### src/hw/spsc_map.svh
// Purpose: Offsets, field positions and reset values of the PCS status and counter bank
// Assumes: 16-bit management registers, word addressed
// Notes: Definitions only
`ifndef SPSC_MAP_SVH
`define SPSC_MAP_SVH
`define SPSC_ADDR_W 5
`define SPSC_OFF_MAC_ADV 5'h12
`define SPSC_OFF_MAC_LP 5'h13
`define SPSC_OFF_MAC_STAT 5'h14
`define SPSC_OFF_TX_GOOD 5'h15
`define SPSC_OFF_TX_CRC 5'h16
`define SPSC_OFF_MEDIA_CTL 5'h17
`define SPSC_OFF_MEDIA_ADV 5'h19
`define SPSC_GOOD_WRAP 14'h270F
`define SPSC_CRC_MAX 8'hFF
`define SPSC_RST_MAC_ADV 16'h0000
`define SPSC_RST_MEDIA_ADV 16'h0000
`define SPSC_RST_SEL 2'h0
`define SPSC_SEL_MEDIA 2'h0
`define SPSC_SEL_MAC 2'h1
`define SPSC_BIT_REALIGN 15
`define SPSC_BIT_SIGDET 14
`define SPSC_BIT_QSYNC 13
`define SPSC_BIT_COMMA 12
`define SPSC_BIT_ACTIVE 15
`define SPSC_BIT_PREFIX 13
`define SPSC_BIT_PARDET 13
`define SPSC_BIT_CEXTDIS 12
`define SPSC_BIT_FORCEADV 11
`define SPSC_BIT_POLIN 6
`define SPSC_BIT_POLOUT 5
`define SPSC_BIT_ODDINH 4
`define SPSC_BIT_HLS 2
`define SPSC_BIT_FEFIF 1
`define SPSC_BIT_FEFIV 0
`endif

### src/hw/spsc_pkg.sv
// Purpose: Types of the PCS status and counter bank
// Assumes: Constants live in spsc_map.svh
// Notes: One state struct per module
package spsc_pkg;
   typedef struct packed {
      logic pdFefiOn;
      logic fefiForce;
      logic fefiValue;
      logic forceHls;
      logic oddInhibit;
      logic polOut;
      logic polIn;
      logic mediaForceAdv;
      logic carrierExtDis;
      logic parallelDetect;
      logic preambleFix;
      logic [1:0] txSelect;
   } spsc_ctrl_type;
   typedef struct packed {
      logic [15:0] macAdv;
      logic [15:0] mediaAdv;
      logic [15:0] macLp;
      logic realign;
      logic sigDet;
      logic commaDet;
      logic goodActive;
      logic [13:0] goodCount;
      logic [7:0] crcCount;
      logic [15:0] rdData;
      spsc_ctrl_type ctrl;
      logic [15:0] advOut;
   } spsc_state_type;
endpackage : spsc_pkg

### src/hw/spsc_bank.sv
// Purpose: Per-port MAC and media SerDes PCS status, counters and media PCS control
// Assumes: Event inputs are one-cycle pulses on clk; levels are synchronous to clk
// Notes: Read data stands in the cycle after the read strobe
//
// Operation
// - MAC advertised word, reset zero, writable only while force-advertise bit set.
// - MAC advertised word read undefined in protocol transfer without forcing.
// - Partner code word read-only, updated on each received word.
// - MAC status bit 15 latches on comma realignment, sticky, cleared by read.
// - MAC status bit 14 latches on signal detection, sticky, cleared by read.
// - MAC status bit 13 shows QSGMII sync, meaningful on first port only.
// - Comma detect reads one with commas, clears without, read sets it again.
// - Four-bit comma position 0 to 9, meaningless under QSGMII.
// - Good packet register bit 15 shows counter active.
// - Good packet count fourteen bits, wraps to zero after 9999.
// - Two-bit counter select, 00 media, 01 MAC, reset zero.
// - Transmit counters count only while media link is up.
// - Preamble fix drops one byte of preambles over eight bytes.
// - CRC error count eight bits, saturating at 255.
// - Remote fault field reflects code sent in latest negotiation.
// - Parallel detection enable bit, reset zero.
// - Carrier extension disable bit, reset one.
// - Media force bit advertises media advertised word instead of generated.
// - Input and output polarity inversion bits, reset zero.
// - Odd-start inhibit, reset one: drop first 0x55 byte, else delay.
// - Force HLS bit transmits Halt Line State continuously.
// - Force FEFI bit drives fault indication from value bit.
// - Force value one turns FEFI on, zero suppresses; resets zero.
//
// Strobed register access was left to the implementer.
`include "spsc_map.svh"
`timescale 1ns/1ps
`default_nettype none
module spsc_bank
   import spsc_pkg::*;
(
   input wire logic clk,
   input wire logic rst_b,
   input wire logic [4:0] regAddr,
   input wire logic [15:0] regWrData,
   input wire logic regWrStb,
   input wire logic regRdStb,
   output logic [15:0] regRdData,
   input wire logic firstPort,
   input wire logic qsgmiiMode,
   input wire logic protoTransfer,
   input wire logic macForceAdvertBit,
   input wire logic [15:0] macAutoAdv,
   input wire logic [15:0] mediaAutoAdv,
   input wire logic [15:0] macRxWord,
   input wire logic macRxWordValid,
   input wire logic [15:0] mediaRxWord,
   input wire logic mediaRxWordValid,
   input wire logic macRealignPulse,
   input wire logic macSigDetPulse,
   input wire logic macCommaSeen,
   input wire logic qsgmiiSync,
   input wire logic [3:0] macCommaPos,
   input wire logic mediaLinkUp,
   input wire logic mediaTxGoodPulse,
   input wire logic mediaTxCrcPulse,
   input wire logic macTxGoodPulse,
   input wire logic macTxCrcPulse,
   input wire logic [1:0] remoteFaultSent,
   input wire logic autoFefi,
   output logic [15:0] mediaAdvWord,
   output logic parallelDetectEn,
   output logic carrierExtDisable,
   output logic mediaPolarityIn,
   output logic mediaPolarityOut,
   output logic oddStartInhibit,
   output logic txPreambleFix,
   output logic fxForceHls,
   output logic fxFefiOn,
   output logic [1:0] txCounterSelect
);
   spsc_state_type s_q;
   spsc_state_type s_d;
   logic [15:0] lpSel;
   logic goodEv;
   logic crcEv;
   logic [15:0] rd;
   always_comb begin
      s_d = s_q;
      // Media partner word registers elsewhere; MAC side kept here
      if (macRxWordValid) begin
         s_d.macLp = macRxWord;
      end
      lpSel = s_q.macLp;
      // Selected source feeds the shared counters
      if (s_q.ctrl.txSelect == `SPSC_SEL_MAC) begin
         goodEv = macTxGoodPulse;
         crcEv = macTxCrcPulse;
      end else if (s_q.ctrl.txSelect == `SPSC_SEL_MEDIA) begin
         goodEv = mediaTxGoodPulse;
         crcEv = mediaTxCrcPulse;
      end else begin
         // Reserved codes count nothing
         goodEv = 1'b0;
         crcEv = 1'b0;
      end
      s_d.goodActive = mediaLinkUp;
      if (mediaLinkUp && goodEv) begin
         s_d.goodCount = (s_q.goodCount == `SPSC_GOOD_WRAP) ? 14'h0000 : s_q.goodCount + 14'h0001;
      end
      if (mediaLinkUp && crcEv && s_q.crcCount != `SPSC_CRC_MAX) begin
         s_d.crcCount = s_q.crcCount + 8'h01;
      end
      // Read mux
      rd = 16'h0000;
      case (regAddr)
         `SPSC_OFF_MAC_ADV: begin
            // Undefined in protocol transfer without forcing; zero is one legal answer
            rd = (protoTransfer && !macForceAdvertBit) ? 16'h0000 : s_q.macAdv;
         end
         `SPSC_OFF_MAC_LP: begin
            rd = lpSel;
         end
         `SPSC_OFF_MAC_STAT: begin
            rd[`SPSC_BIT_REALIGN] = s_q.realign;
            rd[`SPSC_BIT_SIGDET] = s_q.sigDet;
            rd[`SPSC_BIT_QSYNC] = firstPort & qsgmiiSync;
            rd[`SPSC_BIT_COMMA] = s_q.commaDet;
            rd[11:8] = qsgmiiMode ? 4'h0 : macCommaPos;
         end
         `SPSC_OFF_TX_GOOD: begin
            rd[`SPSC_BIT_ACTIVE] = s_q.goodActive;
            rd[13:0] = s_q.goodCount;
         end
         `SPSC_OFF_TX_CRC: begin
            rd[15:14] = s_q.ctrl.txSelect;
            rd[`SPSC_BIT_PREFIX] = s_q.ctrl.preambleFix;
            rd[7:0] = s_q.crcCount;
         end
         `SPSC_OFF_MEDIA_CTL: begin
            rd[15:14] = remoteFaultSent;
            rd[`SPSC_BIT_PARDET] = s_q.ctrl.parallelDetect;
            rd[`SPSC_BIT_CEXTDIS] = s_q.ctrl.carrierExtDis;
            rd[`SPSC_BIT_FORCEADV] = s_q.ctrl.mediaForceAdv;
            rd[`SPSC_BIT_POLIN] = s_q.ctrl.polIn;
            rd[`SPSC_BIT_POLOUT] = s_q.ctrl.polOut;
            rd[`SPSC_BIT_ODDINH] = s_q.ctrl.oddInhibit;
            rd[`SPSC_BIT_HLS] = s_q.ctrl.forceHls;
            rd[`SPSC_BIT_FEFIF] = s_q.ctrl.fefiForce;
            rd[`SPSC_BIT_FEFIV] = s_q.ctrl.fefiValue;
         end
         `SPSC_OFF_MEDIA_ADV: begin
            rd = s_q.mediaAdv;
         end
         default: begin
            rd = 16'h0000;
         end
      endcase
      if (regRdStb) begin
         s_d.rdData = rd;
      end
      // Comma bit follows commas; a read restores one, absence clears it next cycle
      s_d.commaDet = macCommaSeen;
      // Sticky bits: read clears, a same-cycle event wins
      if (regRdStb && regAddr == `SPSC_OFF_MAC_STAT) begin
         s_d.realign = 1'b0;
         s_d.sigDet = 1'b0;
         s_d.commaDet = 1'b1;
      end
      if (macRealignPulse) begin
         s_d.realign = 1'b1;
      end
      if (macSigDetPulse) begin
         s_d.sigDet = 1'b1;
      end
      // Writes
      if (regWrStb) begin
         case (regAddr)
            `SPSC_OFF_MAC_ADV: begin
               if (macForceAdvertBit) begin
                  s_d.macAdv = regWrData;
               end
            end
            `SPSC_OFF_TX_CRC: begin
               s_d.ctrl.txSelect = regWrData[15:14];
               s_d.ctrl.preambleFix = regWrData[`SPSC_BIT_PREFIX];
            end
            `SPSC_OFF_MEDIA_CTL: begin
               s_d.ctrl.parallelDetect = regWrData[`SPSC_BIT_PARDET];
               s_d.ctrl.carrierExtDis = regWrData[`SPSC_BIT_CEXTDIS];
               s_d.ctrl.mediaForceAdv = regWrData[`SPSC_BIT_FORCEADV];
               s_d.ctrl.polIn = regWrData[`SPSC_BIT_POLIN];
               s_d.ctrl.polOut = regWrData[`SPSC_BIT_POLOUT];
               s_d.ctrl.oddInhibit = regWrData[`SPSC_BIT_ODDINH];
               s_d.ctrl.forceHls = regWrData[`SPSC_BIT_HLS];
               s_d.ctrl.fefiForce = regWrData[`SPSC_BIT_FEFIF];
               s_d.ctrl.fefiValue = regWrData[`SPSC_BIT_FEFIV];
            end
            `SPSC_OFF_MEDIA_ADV: begin
               // Writable only while media forcing is on, mirrors MAC side
               if (s_q.ctrl.mediaForceAdv) begin
                  s_d.mediaAdv = regWrData;
               end
            end
            default: begin
            end
         endcase
      end
      // Advertised word to media: forced or generated
      s_d.advOut = s_q.ctrl.mediaForceAdv ? s_q.mediaAdv : mediaAutoAdv;
      s_d.ctrl.pdFefiOn = s_q.ctrl.fefiForce ? s_q.ctrl.fefiValue : autoFefi;
   end
   always_ff @(posedge clk or negedge rst_b) begin
      if (!rst_b) begin
         s_q <= '0;
         s_q.macAdv <= `SPSC_RST_MAC_ADV;
         s_q.mediaAdv <= `SPSC_RST_MEDIA_ADV;
         s_q.commaDet <= 1'b0;
         s_q.ctrl.txSelect <= `SPSC_RST_SEL;
         s_q.ctrl.carrierExtDis <= 1'b1;
         s_q.ctrl.oddInhibit <= 1'b1;
      end else begin
         s_q <= s_d;
      end
   end
   assign regRdData = s_q.rdData;
   assign mediaAdvWord = s_q.advOut;
   assign parallelDetectEn = s_q.ctrl.parallelDetect;
   assign carrierExtDisable = s_q.ctrl.carrierExtDis;
   assign mediaPolarityIn = s_q.ctrl.polIn;
   assign mediaPolarityOut = s_q.ctrl.polOut;
   assign oddStartInhibit = s_q.ctrl.oddInhibit;
   assign txPreambleFix = s_q.ctrl.preambleFix;
   assign fxForceHls = s_q.ctrl.forceHls;
   assign fxFefiOn = s_q.ctrl.pdFefiOn;
   assign txCounterSelect = s_q.ctrl.txSelect;
endmodule : spsc_bank
`default_nettype wire

### config.mk
export PLATFORM = sky130hd
export DESIGN_NAME = spsc_bank
export DESIGN_NICKNAME = d
export VERILOG_FILES = /design/src/hw/spsc_pkg.sv /design/src/hw/spsc_bank.sv
export VERILOG_INCLUDE_DIRS = /design/src /design/src/hw
export SDC_FILE = /design/constraint.sdc
export NUM_CORES = 1
export LEC_CHECK = 0
export ABC_AREA = 1
export BUFFER_PORTS_ARGS = -buffer_cell sky130_fd_sc_hd__clkbuf_2
export CORE_ASPECT_RATIO = 0.9
export CORE_MARGIN = 4
export CORE_UTILIZATION = 45
export DETAILED_ROUTE_END_ITERATION = 12
export PLACE_DENSITY = 0.7
export SYNTH_ARGS = -nofsm -noshare
export SYNTH_HDL_FRONTEND = slang
export SYNTH_SLANG_ARGS = --single-unit
### constraint.sdc
create_clock -name clk -period 1.67 [get_ports clk]
set_input_delay 0.2505 -clock clk [delete_from_list [all_inputs] [get_ports clk]]
set_output_delay 0.2505 -clock clk [all_outputs]
set_load 0.005 [all_outputs]
==> results of run 1 <==
[metrics by stage]
stage	area [um^2]	util, %	cells	power [mW]
6_report	7230	56.3	1017	8.81
5_1_grt	7230	56.3	1017	9.26
4_1_cts	7220	56.3	1017	8.87
3_5_place_dp	6590	51.3	983	5.08
3_3_place_gp	6590	51.3	983	5.03
2_1_floorplan	5970	-	737	4.53
[cell usage in the layout (no fill, tap or decap), types with 4 or more instances in the layout]
cell type	instances
mux2_2	22
o21ai_0	35
buf_12	4
clkbuf_8	4
xor2_1	6
nor2_1	90
o21ai_1	41
clkbuf_16	17
nand3_1	46
buf_4	17
nor3_1	5
clkbuf_2	118
a21oi_1	15
dfrtp_1	117
clkbuf_1	5
inv_1	58
nor2_2	4
nand4_1	6
nand2_1	211
[cells in the mapped netlist, types with 2 or more instances]
cell type,number
dfstp_2,2
dfrtp_1,117
nand3_2,2
clkbuf_1,5
ha_1,2
inv_2,2
nand3_1,47
o211ai_1,2
buf_2,11
nor2_2,4
nor2_1,90
nand4_1,6
nand2_1,211
nor3_1,5
buf_4,39
inv_1,58
mux2_2,22
o21ai_1,41
a21oi_1,15
o21ai_0,35
nor2_4,3
o21bai_1,2
xor2_1,6
xnor2_1,3
[worst max-delay path by stage]
stage               cells after the start          startpoint      end  slack, ns
floorplan                               7             s_q[45]  s_q[47]       0.26
global placement                        8  txCounterSelect[1]  s_q[59]       0.10
detailed placement                      8  txCounterSelect[0]  s_q[61]       0.12
CTS                                     8  txCounterSelect[0]  s_q[61]       0.06
global route                            8  txCounterSelect[0]  s_q[53]       0.02
finish                                  8  txCounterSelect[0]  s_q[53]       0.14
[cells by family after synthesis]
| group | Yosys count | share of synthesized area (%) |
|---|---|---|
| buf+inv | 118 | 10.2 |
| mux | 22 | 4.15 |
| xor+xnor | 9 | 1.32 |
| flops | 119 | 49.9 |
| compound gates | 95 | 8.14 |
| simple gates | 372 | 25.8 |
| fa+ha+maj | 2 | 0.419 |
[area by class of cell]
| class | count | area, um^2 | area share [%] |
|---|---|---|---|
| Clock inverter | 6 | 114 | 1.58 |
| Inverter | 61 | 229 | 3.17 |
| Timing Repair Buffer | 141 | 818 | 11.3 |
| Sequential cell | 119 | 2980 | 41.2 |
| Multi-Input combinational cell | 500 | 2380 | 32.9 |
| Tap cell | 164 | 205 | 2.84 |
| Clock buffer | 26 | 499 | 6.91 |
[sequential cells by signal, indices dropped and copies added (netlist names)]
register and count:
txPreambleFix 1, mediaPolarityOut 1, s_q 61, parallelDetectEn 1, lpSel 16, oddStartInhibit 1, carrierExtDisable 1, mediaAdvWord 16
fxForceHls 1, mediaPolarityIn 1, fxFefiOn 1, regRdData 16, txCounterSelect 2
[metal layers]
metal / vias to the layer above / track usage, %
li1: 2518 / -
met4: 0 / 6.86
met5: - / 0
met3: 23 / 5.90
met1: 2380 / 28.9
met2: 181 / 34.0
[worst max-delay path: stages (launching register included)]
cell and delay [ns]:
dfrtp_1 0.47, inv_1 0.09, nand3_1 0.07, nand2_1 0.05, nand2_1 0.21, clkinv_1 0.18, buf_4 0.19, nand3_1 0.07
o21ai_0 0.08
[timing repair]
item | in CTS | in global routing
gates resized for setup | 0 | 1
endpoints found under the hold margin | 26 | 0
hold buffers | 2 | 0
setup endpoints to repair | 0 | 3
[where the power goes]
group | leakage (nW) | switching [mW] | internal [mW]
registers | 1.51 | 0.372 | 3.31
clock network | 0.291 | 1.27 | 2.51
logic | 1.88 | 0.747 | 0.606
total | 3.68 | 2.39 | 6.43
==> run summary, run 1 <==
outcome = complete, no violations
final setup TNS = 0 ns
unrepaired setup endpoints after global routing = no
vias in the first global route = 5018
H-Tree Depth = 4
HP Class = input pin to flip-flop
fillcell total = 1196
Layout area overhead = 21.1%
top-area cell type share of the netlist area = 49.1%
Hold Fails Final Rpt = 0
grt ovf = 0
Clock Skew = 0.00781 ns
Hold Path Depth = 3
Post-Syn Area = 5970 um^2
kind of critical path = flip-flop to flip-flop
Final Max Slew Viols = 0
post-synthesis register bit count = 119
pre-CTS WS = 0.121 ns
total wire length = 15400 um
critical-path maximum fanout = 7
DRT antenna net count = 0
yosys warns = 0
# port buffers = 119
Total GRT Usage = 21.5%
WP data arrival = 1.82 ns
Synth Net Count = 850
DIE WIDTH = 129 um
I/O pin count = 153
first-pass GRT wire length = 24900 um
Vias = 5102
Post-Route M1 WL = 6850 um
register-to-register path setup slack = 0.14 ns
core area = 12800 um^2
DR top layer = met4
pin count of the biggest net entering global routing = 35
Pwr per Cell Area = 1220 nW/um^2
# Max-Cap Violations = 0
cts bufs inserted = 17
r2r startpoint = txCounterSelect[0]
Initial Util = 46.5%
clk sinks = 119
Critical Path Sink Type = flip-flop
WL met2 = 7060 um
Die Y = 117 um
Worst Hold Launch = macRxWord[4]
Final Cycle Share = 91.4%
min cycle time layout = 1.53 ns
clk buf depth = 2
relative slew slack = 63.7%
EDFF count, synth = 0
Reg2Reg Capture Point = s_q[53]
crit path launch type = flip-flop
Post-synth top flop = dfrtp_1
final antenna diode count = 0
clock-pin slew on the worst setup and hold paths = 0.05 ns
RePlAce Congestion = 0.937
FMAX = 655 MHz
share of layout cells above drive strength 1 = 24.0%
CTS root buf = clkbuf_16
Peak VDD IR = 770 uV
Initial DRT Pass Iterations = 5
CTS tree = yes
setup violators final = 0
row count = 39
Netlist cell types = 31
initial antenna violation count = 0
CP required = 1.96 ns
Hold Path End = lpSel[4]
Hold WS = 0.0406 ns
Async SR Flop Fraction = 100%
Seq/Total Area, Yosys = 49.9%
post-CTS setup repair buffer count = 0
Mapped Cells = 737
Post-DP HPWL = 11500 um
Via density = 5.02
DR DRC count = 0
Worst-Margin Slew = 0.544 ns
worst setup margin = 0.144 ns
met3 wire length = 1270 um
drt initial violations = 350
die area = 15200 um^2
worst skew pair latency = 0.41 ns
Yosys top cell by area = dfrtp_1
top cells by area, synth = dfrtp_1, nand2_1, nor2_1
NumNets Final = 953
leakage = 3.68 nW
post-DR wirelength/cell = 15.2 um
Mean Syn Cell Area = 8.10 um^2
reg2reg path depth = 8
No activity file was read; power rests on OpenSTA's default activity.
==> run 2: changes to the inputs <==
==> constraint.sdc (replaced) <==
create_clock -name clk -period 1.67 [get_ports clk]
set_input_delay 0.0835 -clock clk [delete_from_list [all_inputs] [get_ports clk]]
set_output_delay 0.0835 -clock clk [all_outputs]
set_load 0.005 [all_outputs]
==> run summary, run 2 (same netlist as run 1, synthesis figures left out) <==
Register Area = 2980 um^2 (unchanged)
Critical Path Sink Type = flip-flop
Pwr per Cell Area = 1170 nW/um^2 (-4.2%)
Worst-Margin Slew = 0.547 ns (+0.00231 ns)
Final Max Slew Viols = 0 (unchanged)
Post-DP HPWL = 11700 um (+1.4%)
Reg2Reg Capture Point = s_q[61]
clock-pin slew on the worst setup and hold paths = 0.06 ns (about the same)
final antenna diode count = 0 (unchanged)
relative slew slack = 63.5% (-0.15 points)
HP Class = input pin to flip-flop
Hold Path Depth = 5 (+2)
vias in the first global route = 5219 (+4.0%)
setup violators final = 0 (unchanged)
Total GRT Usage = 22.8% (+1.3 points)
WP data arrival = 1.78 ns (-0.04 ns)
max FFs per register = 61 (unchanged)
reg2reg path depth = 8 (unchanged)
Final Cycle Share = 86.6% (-4.7 points)
outcome = complete, no violations
leakage = 3.91 nW (+6.4%)
H-Tree Depth = 4 (unchanged)
FMAX = 691 MHz (+5.5%)
Multi-input gate area = 2380 um^2 (unchanged)
crit path launch type = flip-flop
NumNets Final = 1007 (+5.7%)
Hold Path End = regRdData[10]
Layout area overhead = 30.3%
DRT antenna net count = 0 (unchanged)
Finished Core Util = 60.6% (+4.3 points)
unrepaired setup endpoints after global routing = no
Initial Util = 46.5% (unchanged)
CTS tree = yes
clk sinks = 119 (unchanged)
clk buf depth = 2 (unchanged)
RePlAce Congestion = 0.934 (-0.28%)
most common cell after layout, fill and taps aside = nand2_1
Reg with most FFs = s_q
CTS root buf = clkbuf_16
min cycle time layout = 1.45 ns (-0.0790 ns)
crit-path max cell delay = 0.45 ns (-0.02 ns)
Critical-path top delay cell = dfrtp_1
share of layout cells above drive strength 1 = 23.5% (-0.55 points)
critical-path maximum fanout = 9 (+2)
Initial DRT Pass Iterations = 5 (unchanged)
DR DRC count = 0 (unchanged)
Hold Fails Final Rpt = 0 (unchanged)
Net Sw Power = 2.48 mW (+3.9%)
# Max-Cap Violations = 0 (unchanged)
Peak VDD IR = 853 uV (+11%)
internal cell power = 6.60 mW (+2.8%)
core area = 12800 um^2 (unchanged)
DIE WIDTH = 129 um (unchanged)
CP required = 2.01 ns (+0.05 ns)
Via density = 5.00 (-0.30%)
kind of critical path = flip-flop to flip-flop
Worst Hold Launch = macCommaPos[2]
Clock power frac = 43.5% (+0.6 points)
post-DR wirelength/cell = 15.4 um (+1.6%)
register-to-register path setup slack = 0.22 ns (+0.08 ns)
Vias = 5357 (+5.0%)
r2r startpoint = txCounterSelect[0]
Seq pwr share = 40.4% (-1.4 points)
initial antenna violation count = 0 (unchanged)
crit-path most repeated cell = nand2_1
pin count of the biggest net entering global routing = 34 (-2.9%)
cts bufs inserted = 17 (unchanged)
sw frac = 27.3% (+0.21 points)
worst skew pair latency = 0.41 ns (about the same)
first-pass GRT wire length = 26400 um (+6.0%)
fillcell total = 1107 (-7.4%)
final setup TNS = 0 ns (unchanged)
die area = 15200 um^2 (unchanged)
Clock Skew = 0.00671 ns (-0.00110 ns)
# port buffers = 119 (unchanged)
Die Y = 117 um (unchanged)
I/O pin count = 153 (unchanged)
combinational power share = 16.0% (+0.6 points)
drt initial violations = 324 (-7.4%)
total wire length = 16500 um (+6.9%)
crit path cell chain = inv_1 -> nand3_1 -> nand2_1 -> nand2_1 -> clkinv_1 -> nand3_2 -> o21ai_0 -> nor2_1
most frequent cells in the layout = nand2_1, clkbuf_2, dfrtp_1
grt ovf = 0 (unchanged)
row count = 39 (unchanged)
## run 2: cell type report
type                            instances  share of cell area [%]
Sequential cell                       119                    38.3
Tap cell                              164                    2.64
Multi-Input combinational cell        500                    30.6
Clock inverter                         12                    2.24
Timing Repair Buffer                  195                    17.2
Inverter                               61                    2.94
Clock buffer                           20                    6.00
## run 2: per-stage QoR
step / cell area, um^2 / hold slack, ns / cells / power, mW / setup slack [ns]
global placement: 6590 / 0.00739 / 985 / 5.02 / 0.164
detailed placement: 6590 / 0.0131 / 985 / 5.06 / 0.106
CTS: 7760 / 0.0419 / 1070 / 9.12 / 0.119
floorplan: 5970 / -0.212 / 737 / 4.53 / 0.260
global route: 7770 / 0.0663 / 1071 / 9.54 / 0.0389
finish: 7770 / 0.0625 / 1071 / 9.09 / 0.223
## run 2: worst max path at each step
stage	slack (ns)	start	endpoint
final	0.22	txCounterSelect[0]	s_q[61]
after global routing	0.04	txCounterSelect[0]	s_q[61]
after detailed placement	0.11	txCounterSelect[0]	s_q[61]
after global placement	0.16	txCounterSelect[0]	s_q[61]
after floorplan	0.26	s_q[45]	s_q[47]
after CTS	0.12	txCounterSelect[0]	s_q[61]
## run 2: power groups by stage
| stage | Clock [mW] | Combinational (mW) | Sequential, mW |
|---|---|---|---|
| after floorplan | 0 | 0.925 | 3.61 |
| after CTS | 4.00 | 1.45 | 3.68 |
| after global placement | 0 | 1.30 | 3.72 |
| after global routing | 4.14 | 1.66 | 3.73 |
| final | 3.96 | 1.46 | 3.67 |
| after detailed placement | 0 | 1.34 | 3.72 |
## run 2: per-layer routing
layer	global-route usage, %	vias to the layer above	share of wire [%]
li1	-	2643	-
met1	29.9	2523	44
met2	38.4	173	48
met3	5.31	18	7.0
met4	5.74	0	1.3
met5	0	-	0
## run 2: repair_timing
item	4_1_cts	5_1_grt
hold endpoints to repair	193	0
endpoints found under the setup margin	0	6
hold buffers	53	0
resized for setup	0	1
buffers inserted	0	1
## run 2: worst max-delay path, delay by kind of cell (launching register included)
family | cells | cell delay, ns
simple gates | 5 | 0.51
buf+inv | 2 | 0.31
flops | 1 | 0.45
compound gates | 1 | 0.10
